`src/uil_pkg.sv`:
```
/*
  Shared constants of the USB device port interrupt logic: register
  offsets, bit positions, field masks, reset values and timing counts.
  Assumes a 200 MHz peripheral clock and 32-bit APB data.
*/
package uil_pkg;

  //////////////////////////////////////////////////////////////////////////////
  // Clock and timing.

  localparam int unsigned CLK_MHZ       = 200;
  // Bus idle time before suspend, in microseconds (3 ms).
  localparam int unsigned SUSP_IDLE_US  = 3000;
  localparam int unsigned SUSP_IDLE_CYC = SUSP_IDLE_US * CLK_MHZ;

  //////////////////////////////////////////////////////////////////////////////
  // Register byte offsets on APB.

  localparam logic [7:0] OFS_CTRL    = 8'h04;
  localparam logic [7:0] OFS_ENABLE  = 8'h10;
  localparam logic [7:0] OFS_DISABLE = 8'h14;
  localparam logic [7:0] OFS_MASK    = 8'h18;
  localparam logic [7:0] OFS_STATUS  = 8'h1C;
  localparam logic [7:0] OFS_CLEAR   = 8'h20;

  //////////////////////////////////////////////////////////////////////////////
  // Bit positions in the enable, disable, mask, status and clear registers; BIT_RMWUP is in the control register.

  localparam int unsigned BIT_EP0   = 0;
  localparam int unsigned BIT_SUSP  = 8;
  localparam int unsigned BIT_RSM   = 9;
  localparam int unsigned BIT_EXT   = 10;
  localparam int unsigned BIT_SOF   = 11;
  localparam int unsigned BIT_BRST  = 12;
  localparam int unsigned BIT_WAKE  = 13;
  localparam int unsigned BIT_RMWUP = 0;

  // Endpoint flag layout: five flags per endpoint, four endpoints.
  localparam int unsigned EP_COUNT  = 4;
  localparam int unsigned EP_FLAGS  = 5;

  //////////////////////////////////////////////////////////////////////////////
  // Field masks and reset values.

  localparam logic [31:0] MASK_BITS = 32'h0000_2F0F;
  localparam logic [31:0] STAT_BITS = 32'h0000_3F0F;
  localparam logic [31:0] CLR_BITS  = 32'h0000_3F00;
  localparam logic [31:0] MASK_RST  = 32'h0000_0200;
  localparam logic [31:0] STAT_RST  = 32'h0000_0000;

endpackage : uil_pkg

```
`src/uil_sync.sv`:
```
/*
  Three-stage synchroniser for an asynchronous pin. The output follows
  the pin once the second and third stages agree.
  Assumes the pin may change at any time relative to clk.
*/
`timescale 1ns/1ps
module uil_sync
(
  // Clock and reset
  input  wire logic clk,
  input  wire logic nrst,
  // Pin and result
  input  wire logic pin,
  output logic      level
);

  typedef struct packed
  {
    logic q1;
    logic q2;
    logic q3;
    logic lvl;
  } uil_sync_type;

  uil_sync_type s_r;
  uil_sync_type s_nxt;

  ////////////////////////////////////////////////////////////////////////////////

  // The first stage is read only by the second stage.
  always_comb
  begin
    s_nxt    = s_r;
    s_nxt.q1 = pin;
    s_nxt.q2 = s_r.q1;
    s_nxt.q3 = s_r.q2;
    if (s_r.q2 == s_r.q3)
    begin
      s_nxt.lvl = s_r.q3;
    end
  end

  always_ff @(posedge clk)
  begin
    if (!nrst)
    begin
      s_r <= '0;
    end
    else
    begin
      s_r <= s_nxt;
    end
  end

  assign level = s_r.lvl;

endmodule : uil_sync

```
`src/uil_top.sv`:
```
/*
  Interrupt logic of a full-speed USB device port: enable, disable,
  mask, status and clear registers behind an APB slave, suspend
  detection, external resume and the interrupt request output.
  Assumes the USB core gives its event strobes on CLK and the remote
  resume pin is asynchronous.
*/
`timescale 1ns/1ps
module uil_top
#(
  parameter int unsigned SUSP_CYC = uil_pkg::SUSP_IDLE_CYC
)
(
  // Clock and reset
  input  wire logic        CLK,
  input  wire logic        NRST,
  // APB slave
  input  wire logic        PSEL,
  input  wire logic        PENABLE,
  input  wire logic        PWRITE,
  input  wire logic [7:0]  PADDR,
  input  wire logic [31:0] PWDATA,
  output logic [31:0]      PRDATA,
  output logic             PREADY,
  output logic             PSLVERR,
  // Events from the USB core
  input  wire logic [19:0] EP_FLAGS,
  input  wire logic        BUS_ACTIVITY,
  input  wire logic        RESUME_DET,
  input  wire logic        HOST_RESET_DET,
  input  wire logic        SOF_DET,
  input  wire logic        BUS_RESET_END,
  // Remote resume pin
  input  wire logic        REMOTE_RESUME,
  // Outputs
  output logic             SEND_RESUME,
  output logic             SUSPENDED,
  output logic             IRQ
);

  localparam logic [19:0] SUSP_LIM = 20'(SUSP_CYC);

  typedef struct packed
  {
    logic        ready;
    logic        slverr;
    logic [31:0] rdata;
    logic [31:0] mask;
    logic [31:0] stat;
    logic        remote_wakeup_enable;
    logic [19:0] idle_cnt;
    logic        suspended;
    logic        send_rsm;
    logic        irq;
    logic        ext_prev;
  } uil_state_type;

  uil_state_type s_r;
  uil_state_type s_nxt;

  logic        ext_lvl;
  logic        setup;
  logic        access;
  logic        hit;
  logic        ext_rise;
  logic [31:0] ev;
  logic [31:0] clr;
  logic [3:0]  ep_any;

  ////////////////////////////////////////////////////////////////////////////////
  // Remote resume pin synchroniser.

  uil_sync u_sync
  (
    .clk   (CLK),
    .nrst  (NRST),
    .pin   (REMOTE_RESUME),
    .level (ext_lvl)
  );

  ////////////////////////////////////////////////////////////////////////////////
  // Next-state logic.

  always_comb
  begin
    s_nxt    = s_r;
    setup    = PSEL & ~PENABLE;
    access   = PSEL & PENABLE & s_r.ready & PWRITE;
    ext_rise = ext_lvl & ~s_r.ext_prev;
    ev       = '0;
    clr      = '0;
    ep_any   = '0;

    // Registered answer: ready in the first access cycle, zero wait.
    s_nxt.ready  = setup;
    hit          = (PADDR == uil_pkg::OFS_CTRL) || (PADDR == uil_pkg::OFS_ENABLE) ||
                   (PADDR == uil_pkg::OFS_DISABLE) || (PADDR == uil_pkg::OFS_MASK) ||
                   (PADDR == uil_pkg::OFS_STATUS) || (PADDR == uil_pkg::OFS_CLEAR);
    s_nxt.slverr = setup & ~hit;
    s_nxt.rdata  = '0;
    if (setup && !PWRITE)
    begin
      unique case (PADDR)
        uil_pkg::OFS_MASK   : s_nxt.rdata = s_r.mask & uil_pkg::MASK_BITS;
        uil_pkg::OFS_STATUS : s_nxt.rdata = s_r.stat & uil_pkg::STAT_BITS;
        uil_pkg::OFS_CTRL   : s_nxt.rdata[uil_pkg::BIT_RMWUP] = s_r.remote_wakeup_enable;
        default             : s_nxt.rdata = '0;
      endcase
    end

    // Writes take effect at the edge that completes the access phase.
    if (access)
    begin
      unique case (PADDR)
        uil_pkg::OFS_ENABLE  : s_nxt.mask = s_r.mask | (PWDATA & uil_pkg::MASK_BITS);
        uil_pkg::OFS_DISABLE : s_nxt.mask = s_r.mask & ~(PWDATA & uil_pkg::MASK_BITS);
        uil_pkg::OFS_CLEAR   : clr = PWDATA & uil_pkg::CLR_BITS;
        uil_pkg::OFS_CTRL    : s_nxt.remote_wakeup_enable = PWDATA[uil_pkg::BIT_RMWUP];
        default              : ;
      endcase
    end

    // Endpoint status follows its flags, so it clears only with them.
    for (int i = 0; i < uil_pkg::EP_COUNT; i++)
    begin
      ep_any[i] = |EP_FLAGS[i*uil_pkg::EP_FLAGS +: uil_pkg::EP_FLAGS];
    end

    // Idle counter: bus activity restarts it and leaves suspend.
    if (BUS_ACTIVITY)
    begin
      s_nxt.idle_cnt  = '0;
      s_nxt.suspended = 1'b0;
    end
    else if (s_r.idle_cnt != SUSP_LIM)
    begin
      s_nxt.idle_cnt = s_r.idle_cnt + 20'h0_0001;
      if (s_r.idle_cnt == SUSP_LIM - 20'h0_0001)
      begin
        ev[uil_pkg::BIT_SUSP] = 1'b1;
        s_nxt.suspended       = 1'b1;
      end
    end

    ev[uil_pkg::BIT_RSM]  = RESUME_DET;
    ev[uil_pkg::BIT_EXT]  = ext_rise & s_r.suspended;
    ev[uil_pkg::BIT_SOF]  = SOF_DET;
    ev[uil_pkg::BIT_BRST] = BUS_RESET_END;
    ev[uil_pkg::BIT_WAKE] = RESUME_DET | HOST_RESET_DET;

    s_nxt.ext_prev = ext_lvl;
    s_nxt.send_rsm = ev[uil_pkg::BIT_EXT] & s_r.remote_wakeup_enable;

    // A new event wins over a clear written in the same cycle.
    s_nxt.stat      = ((s_r.stat & ~clr) | ev) & uil_pkg::STAT_BITS;
    s_nxt.stat[3:0] = ep_any;
    s_nxt.irq       = |(s_nxt.stat & s_nxt.mask);
  end

  ////////////////////////////////////////////////////////////////////////////////
  // State register.

  always_ff @(posedge CLK)
  begin
    if (!NRST)
    begin
      s_r           <= '0;
      s_r.mask      <= uil_pkg::MASK_RST;
      s_r.stat      <= uil_pkg::STAT_RST;
    end
    else
    begin
      s_r <= s_nxt;
    end
  end

  assign PRDATA      = s_r.rdata;
  assign PREADY      = s_r.ready;
  assign PSLVERR     = s_r.slverr;
  assign SEND_RESUME = s_r.send_rsm;
  assign SUSPENDED   = s_r.suspended;
  assign IRQ         = s_r.irq;
endmodule : uil_top

```
`config.mk`:
```
export PLATFORM = sky130hd
export DESIGN_NAME = uil_top
export DESIGN_NICKNAME = d
export VERILOG_FILES = /design/src/uil_pkg.sv /design/src/uil_sync.sv /design/src/uil_top.sv
export SDC_FILE = /design/constraint.sdc
export NUM_CORES = 1
export LEC_CHECK = 0
export BUFFER_PORTS_ARGS = -buffer_cell sky130_fd_sc_hd__buf_2
export CAP_MARGIN = 15
export CORE_MARGIN = 2
export CORE_UTILIZATION = 35
export CTS_CLUSTER_DIAMETER = 200
export DETAILED_ROUTE_END_ITERATION = 12
export GPL_ROUTABILITY_DRIVEN = 1
export RECOVER_POWER = 100
export SYNTH_ARGS = -nofsm -noshare
export SYNTH_HDL_FRONTEND = slang
export SYNTH_HIERARCHICAL = 1
export SYNTH_SLANG_ARGS = --single-unit
export TNS_END_PERCENT = 50
```
`constraint.sdc`:
```
create_clock -name CLK -period 1.81 [get_ports CLK]
set_clock_uncertainty 0.1 [all_clocks]
set_input_delay 0.2715 -clock CLK [delete_from_list [all_inputs] [get_ports CLK]]
set_output_delay 0.2715 -clock CLK [all_outputs]
set_load 0.05 [all_outputs]
```
==> results.cfg, run 1 <==
[synth]
top_cell_type_s_share_of_synthesized_area = 0.415
number_of_flops_mapped_to_enable_cells_by_yosys = 0
synth_top_cell_by_area = sky130_fd_sc_hd__dfxtp_1
postSynthCellCount = 334
postSynth.asyncResetShare = 0
ys_warn_count = 6
postSynth.topFlopCell = sky130_fd_sc_hd__dfxtp_1
seq_area_frac_synth = 0.415
post_synth_instance_area_sq_um = 2900
mean_area_per_synthesized_cell_sq_um = 8.67
ys_seq_elements = 60
synth_area_leaders = sky130_fd_sc_hd__dfxtp_1 (41%), sky130_fd_sc_hd__buf_4 (8.6%), sky130_fd_sc_hd__nor2_1 (5.7%)
post_synth_num_cell_types = 52

[clock_tree]
cts.htree.levels = 3
cts_made_buffers = 9
clock_tree_from_tritoncts = yes
cts-hold-fix-buffers = 0
clock_transition_at_the_registers_of_the_reported_paths_ns = 0.07
clk_path_buf_depth = 2
clk_latency_ns = 0.34
clock-root-buffer = sky130_fd_sc_hd__clkbuf_8
clock_sink_count = 60

[floorplan]
ios = 108
chipWidth_um = 95.0
floorplan.core_area_sq_um = 8130
die_area_sq_um = 9020
rows = 33
chipHeight_um = 95.0
initial_utilization = 0.356

[finish]
final_cell_mix = sky130_fd_sc_hd__dfxtp_1 (49), sky130_fd_sc_hd__buf_2 (48), sky130_fd_sc_hd__nor2_1 (43)
post-route-cell-area_sq_um = 3780
register_area_sq_um = 1220
multi_input_area_sq_um = 1520
drive_gt1_frac = 0.326
areaGrowthSynthToFinish_pct = 30.4
layout.cells.non_filler = 543
final_net_count = 506
layout_commonest_cell = sky130_fd_sc_hd__dfxtp_1
fill_cells = 801
antenna_cells_inserted = 0

[global_route]
grt_first_pass_wirelength_mm = 10.8
overall_routing_resource_usage = 0.154
antenna_found_initial = 0
globalRouteOverflowTotal = 0
grt_max_degree = 22
first_global_vias = 2345

[sta]
hold_violations = 0
maxSlewViolCount = 0
fmax_mhz = 570
period_needed_ns = 1.75
post-route-period-util = 0.969
rsz0062_at_grt = true
worst-slew-pin-transition_ns = 0.611
setup_total_negative_slack_ns = 0
holdWs_ns = 0.0362
relSlewSlack = 0.595
final-setup-viol-count = 0

[setup_path]
critical_path.reg2reg.startpoint = PREADY
critPathRequiredTime_ns = 1.98
timing.critical_path.to_type = flop
timing.rr.end = IRQ
classification_of_the_worst_setup_path = flop to flop
reg2reg_setup_slack_ns = 0.06
worst_r2r_path_depth = 7
cp-start-kind = flop
worst-endpoint-arrival_ns = 1.92
path_max_fanout = 8

[placed_design]
place_hpwl_mm = 4.93
gpl_congestion = 0.797
post-place-cells = 525
placed_area_sq_um = 3490
place.port_buffers = 63

[route]
iteration_count_of_the_initial_detailed_routing_pass = 4
drt-wirelength-per-cell_um = 12.1
vias = 2545
route.final.wire_length_mm = 6.57
first_iter_violations = 189
detail_route.drc_violations = 0
drtAntennaViolNets = 0
route.detailed.vias_per_inst = 4.69

[power_and_ir_drop]
report.power.total_w = 0.00295
power.density_cell_area_nw_per_um2 = 781
cellLeakagePower_nw = 1.59
vdd_ir_drop_max_mv = 0.344

[min_path]
min-delay-path-class = primary input to flop
hold_end = u_sync/s_nxt[2]
timing.hold.worst_path_depth = 2
timing.hold.worst.start = REMOTE_RESUME

[run]
max_cap_violations = 0

[outcome]
status = finished clean
==> worst max-delay path, stage by stage, from the launching register on <==
cell                      delay, ns
sky130_fd_sc_hd__dfxtp_4       0.35
sky130_fd_sc_hd__buf_6         0.08
sky130_fd_sc_hd__nand4_1       0.12
sky130_fd_sc_hd__buf_6         0.17
sky130_fd_sc_hd__or4_4         0.49
sky130_fd_sc_hd__a22oi_2       0.20
sky130_fd_sc_hd__a21oi_2       0.06
sky130_fd_sc_hd__a31oi_1       0.12
==> through the flow <==
| stage | utilization | worst slack, ns |
|---|---|---|
| global placement | 0.429 | -0.285 |
| global route | 0.464 | -0.0372 |
| floorplan | - | -0.0170 |
| CTS | 0.459 | 0.00537 |
| detailed placement | 0.429 | -0.267 |
| finish | 0.464 | 0.0560 |
==> sequential cells by signal (all words and copies together), names as in the netlist <==
signal,count
PREADY,1
SUSPENDED,1
PRDATA,10
PSLVERR,1
s_r,41
IRQ,1
u_sync/s_r,1
u_sync/level,1
SEND_RESUME,1
u_sync/s_nxt,2
==> worst max path at each step <==
stage | to | start | depth (start not counted) | slack [ns]
6_report | IRQ | PREADY | 7 | 0.06
5_1_grt | IRQ | PREADY | 7 | -0.04
4_1_cts | IRQ | PREADY | 6 | 0.005
3_5_place_dp | IRQ | EP_FLAGS[1] | 7 | -0.27
3_3_place_gp | IRQ | EP_FLAGS[16] | 7 | -0.29
2_1_floorplan | IRQ | PADDR[5] | 6 | -0.02
==> repair_timing <==
| action | 4_1_cts | 5_1_grt |
|---|---|---|
| cloned | 0 | 0 |
| resized for setup | 2 | 26 |
| setup buffers | 2 | 0 |
| pin swaps | 2 | 6 |
| endpoints found under the setup margin | 4 | 10 |
==> cells in the mapped netlist (8+ instances only) <==
cell / instances
sky130_fd_sc_hd__nor3_1: 9
sky130_fd_sc_hd__a21oi_1: 11
sky130_fd_sc_hd__nor2_1: 44
sky130_fd_sc_hd__nor4_1: 8
sky130_fd_sc_hd__nand2_1: 17
sky130_fd_sc_hd__dfxtp_1: 60
sky130_fd_sc_hd__nand3_1: 11
sky130_fd_sc_hd__buf_4: 33
sky130_fd_sc_hd__inv_1: 14
sky130_fd_sc_hd__o21ai_0: 9
sky130_fd_sc_hd__mux2i_1: 16
sky130_fd_sc_hd__nand4_1: 12
sky130_fd_sc_hd__and2_1: 11
sky130_fd_sc_hd__xor2_1: 9
==> layout make-up <==
class / instances / share of cell area
clock buffers: 13 / 0.0451
well taps: 105 / 0.0348
flip-flops and latches: 60 / 0.322
inverters: 14 / 0.0139
clock inverters: 3 / 0.0113
repair buffers: 108 / 0.169
multi-input cells: 240 / 0.404
==> cells by family (layout without fill, tap and decap cells) <==
family | Yosys count | after routing | synth area share
xor+xnor | 16 | 16 | 0.0484
simple gates | 148 | 148 | 0.275
buf+inv | 55 | 138 | 0.117
fa+ha+maj | 2 | 2 | 0.00864
compound gates | 36 | 36 | 0.0795
mux | 16 | 16 | 0.0553
flops | 60 | 60 | 0.415
other cells | 1 | 22 | 0.00129
==> metal layers <==
layer,track usage,share of wire,vias up
li1,-,-,1311
met1,0.208,0.49,1161
met2,0.236,0.43,60
met3,0.0407,0.054,13
met4,0.0580,0.020,0
met5,0,0,-
==> power by group <==
part / switching (W) / total (W) / leakage [nW] / internal, W
registers: 0.00000837 / 0.00135 / 0.493 / 0.00134
logic: 0.000211 / 0.000312 / 0.994 / 0.000101
clock network: 0.000533 / 0.00129 / 0.105 / 0.000756
total: 0.000752 / 0.00295 / 1.59 / 0.00220
Power figures use the tool's default switching activity.
==> inputs of run 2 (changes only) <==
Settings changed: GPL_ROUTABILITY_DRIVEN 1 to default, GPL_TIMING_DRIVEN from default to 1, PLACE_DENSITY from default to 0.68.
==> run 2 against run 1 <==
Sequential cell count unchanged. Register-to-register slack got worse by 0.03 ns. First-iteration DRC count decreased by 27%. Largest power group unchanged. Final area decreased by 0.20%. Cell count decreased by 0.74%.
==> results.cfg, run 2 (synthesis results as in run 1) <==
[sta]
worst-slew-pin-transition_ns = 0.486
period_needed_ns = 1.79
maxSlewViolCount = 0
final-setup-viol-count = 0
setup_total_negative_slack_ns = 0
rsz0062_at_grt = true
post-route-period-util = 0.987
relSlewSlack = 0.668
hold_violations = 0
fmax_mhz = 560

[clock_tree]
cts_made_buffers = 9
clock-root-buffer = sky130_fd_sc_hd__clkbuf_8
clock_sink_count = 60
clk_latency_ns = 0.34
clk_path_buf_depth = 2
clock_tree_from_tritoncts = yes
clock_transition_at_the_registers_of_the_reported_paths_ns = 0.07
cts.htree.levels = 3

[route]
drt-wirelength-per-cell_um = 12.6
drtAntennaViolNets = 0
vias = 2572
detail_route.drc_violations = 0
iteration_count_of_the_initial_detailed_routing_pass = 4
route.final.wire_length_mm = 6.81
first_iter_violations = 138
route.detailed.vias_per_inst = 4.77

[power_and_ir_drop]
vdd_ir_drop_max_mv = 0.347
report.power.total_w = 0.00283
cellLeakagePower_nw = 1.62
power.density_cell_area_nw_per_um2 = 752

[finish]
largest_reg_flops = 41
layout_commonest_cell = sky130_fd_sc_hd__buf_2
areaGrowthSynthToFinish_pct = 30.1
largest-register = s_r
layout.core_utilization = 0.463
final_cell_mix = sky130_fd_sc_hd__buf_2 (59), sky130_fd_sc_hd__dfxtp_1 (58), sky130_fd_sc_hd__nor2_1 (43)
final_net_count = 502
drive_gt1_frac = 0.339
antenna_cells_inserted = 0

[placed_design]
gpl_congestion = 0.855
place.port_buffers = 63
place_hpwl_mm = 5.12

[floorplan]
rows = 33
ios = 108
chipHeight_um = 95.0
initial_utilization = 0.356
floorplan.core_area_sq_um = 8130
die_area_sq_um = 9020
chipWidth_um = 95.0

[setup_path]
cp-start-kind = flop
cp-startpoint = s_r[4]
worst-endpoint-arrival_ns = 1.96
critPathRequiredTime_ns = 1.99
path_max_fanout = 4
reg2reg_setup_slack_ns = 0.02
classification_of_the_worst_setup_path = flop to flop
timing.critical_path.to_type = flop
critical_path.reg2reg.startpoint = s_r[4]

[run]
max_cap_violations = 0

[global_route]
antenna_found_initial = 0
first_global_vias = 2452
grt_first_pass_wirelength_mm = 11.1
globalRouteOverflowTotal = 0
overall_routing_resource_usage = 0.160
grt_max_degree = 22

[min_path]
timing.hold.worst.start = BUS_RESET_END
min-delay-path-class = primary input to flop

[outcome]
status = finished clean
## run 2: cell types whose count changed in the layout (fill, tap and decap cells not counted), sizes merged
cell | before | now
clkinv | 1 | 2
buf | 89 | 102
clkbuf | 32 | 15
bufinv | 1 | 0
## run 2: through the flow
stage                     hold WS (ns)  worst slack, ns  instances  cell area (sq um)
after detailed placement         0.312           -0.317        521               3460
after global routing            0.0503          -0.0871        539               3770
final                           0.0428           0.0227        539               3770
after CTS                       0.0325         -0.00600        537               3670
after global placement           0.313           -0.293        521               3460
after floorplan                  0.251          -0.0170        355               3020
## run 2: worst paths after layout
check	end	cells past startpoint
worst min-delay path	s_r[37]	3
worst min register to register	u_sync/s_nxt[1]	1
worst max-delay path	s_r[18]	5
worst max register to register	s_r[18]	5
## run 2: final cells by class
class / instances / area, sq um
sequential: 60 / 1210
timing repair buffer: 104 / 641
multi-input combinational: 240 / 1540
fill: 780 / 4370
inverter: 14 / 52.6
clock buffer: 13 / 180
clock inverter: 3 / 17.5
tap: 105 / 131
## run 2: layer usage
metal,vias to the layer above,track usage,share of wire
met2,53,0.267,0.48
met4,0,0.0785,0.020
met3,11,0.0279,0.036
met1,1205,0.198,0.47
li1,1303,-,-
met5,-,0,0
## run 2: repair_timing
| item | 4_1_cts | 5_1_grt |
|---|---|---|
| hold buffers | 0 | 0 |
| pin swaps | 0 | 11 |
| resized for setup | 4 | 18 |
| buffers inserted | 0 | 2 |
| endpoints found under the setup margin | 2 | 9 |
## run 2: critical path, cell delays in order, from the launching register on
cell	delay [ns]
sky130_fd_sc_hd__dfxtp_1	0.33
sky130_fd_sc_hd__ha_1	0.17
sky130_fd_sc_hd__inv_1	0.08
sky130_fd_sc_hd__or4_4	0.56
sky130_fd_sc_hd__or3_4	0.35
sky130_fd_sc_hd__a21oi_2	0.13
## run 2: report_power, final
| part | switching, W | total [W] | internal, W | leakage (nW) |
|---|---|---|---|---|
| registers | 0.00000876 | 0.00135 | 0.00134 | 0.489 |
| logic | 0.000214 | 0.000319 | 0.000104 | 1.03 |
| clock network | 0.000516 | 0.00117 | 0.000650 | 0.101 |
| total | 0.000738 | 0.00283 | 0.00209 | 1.62 |
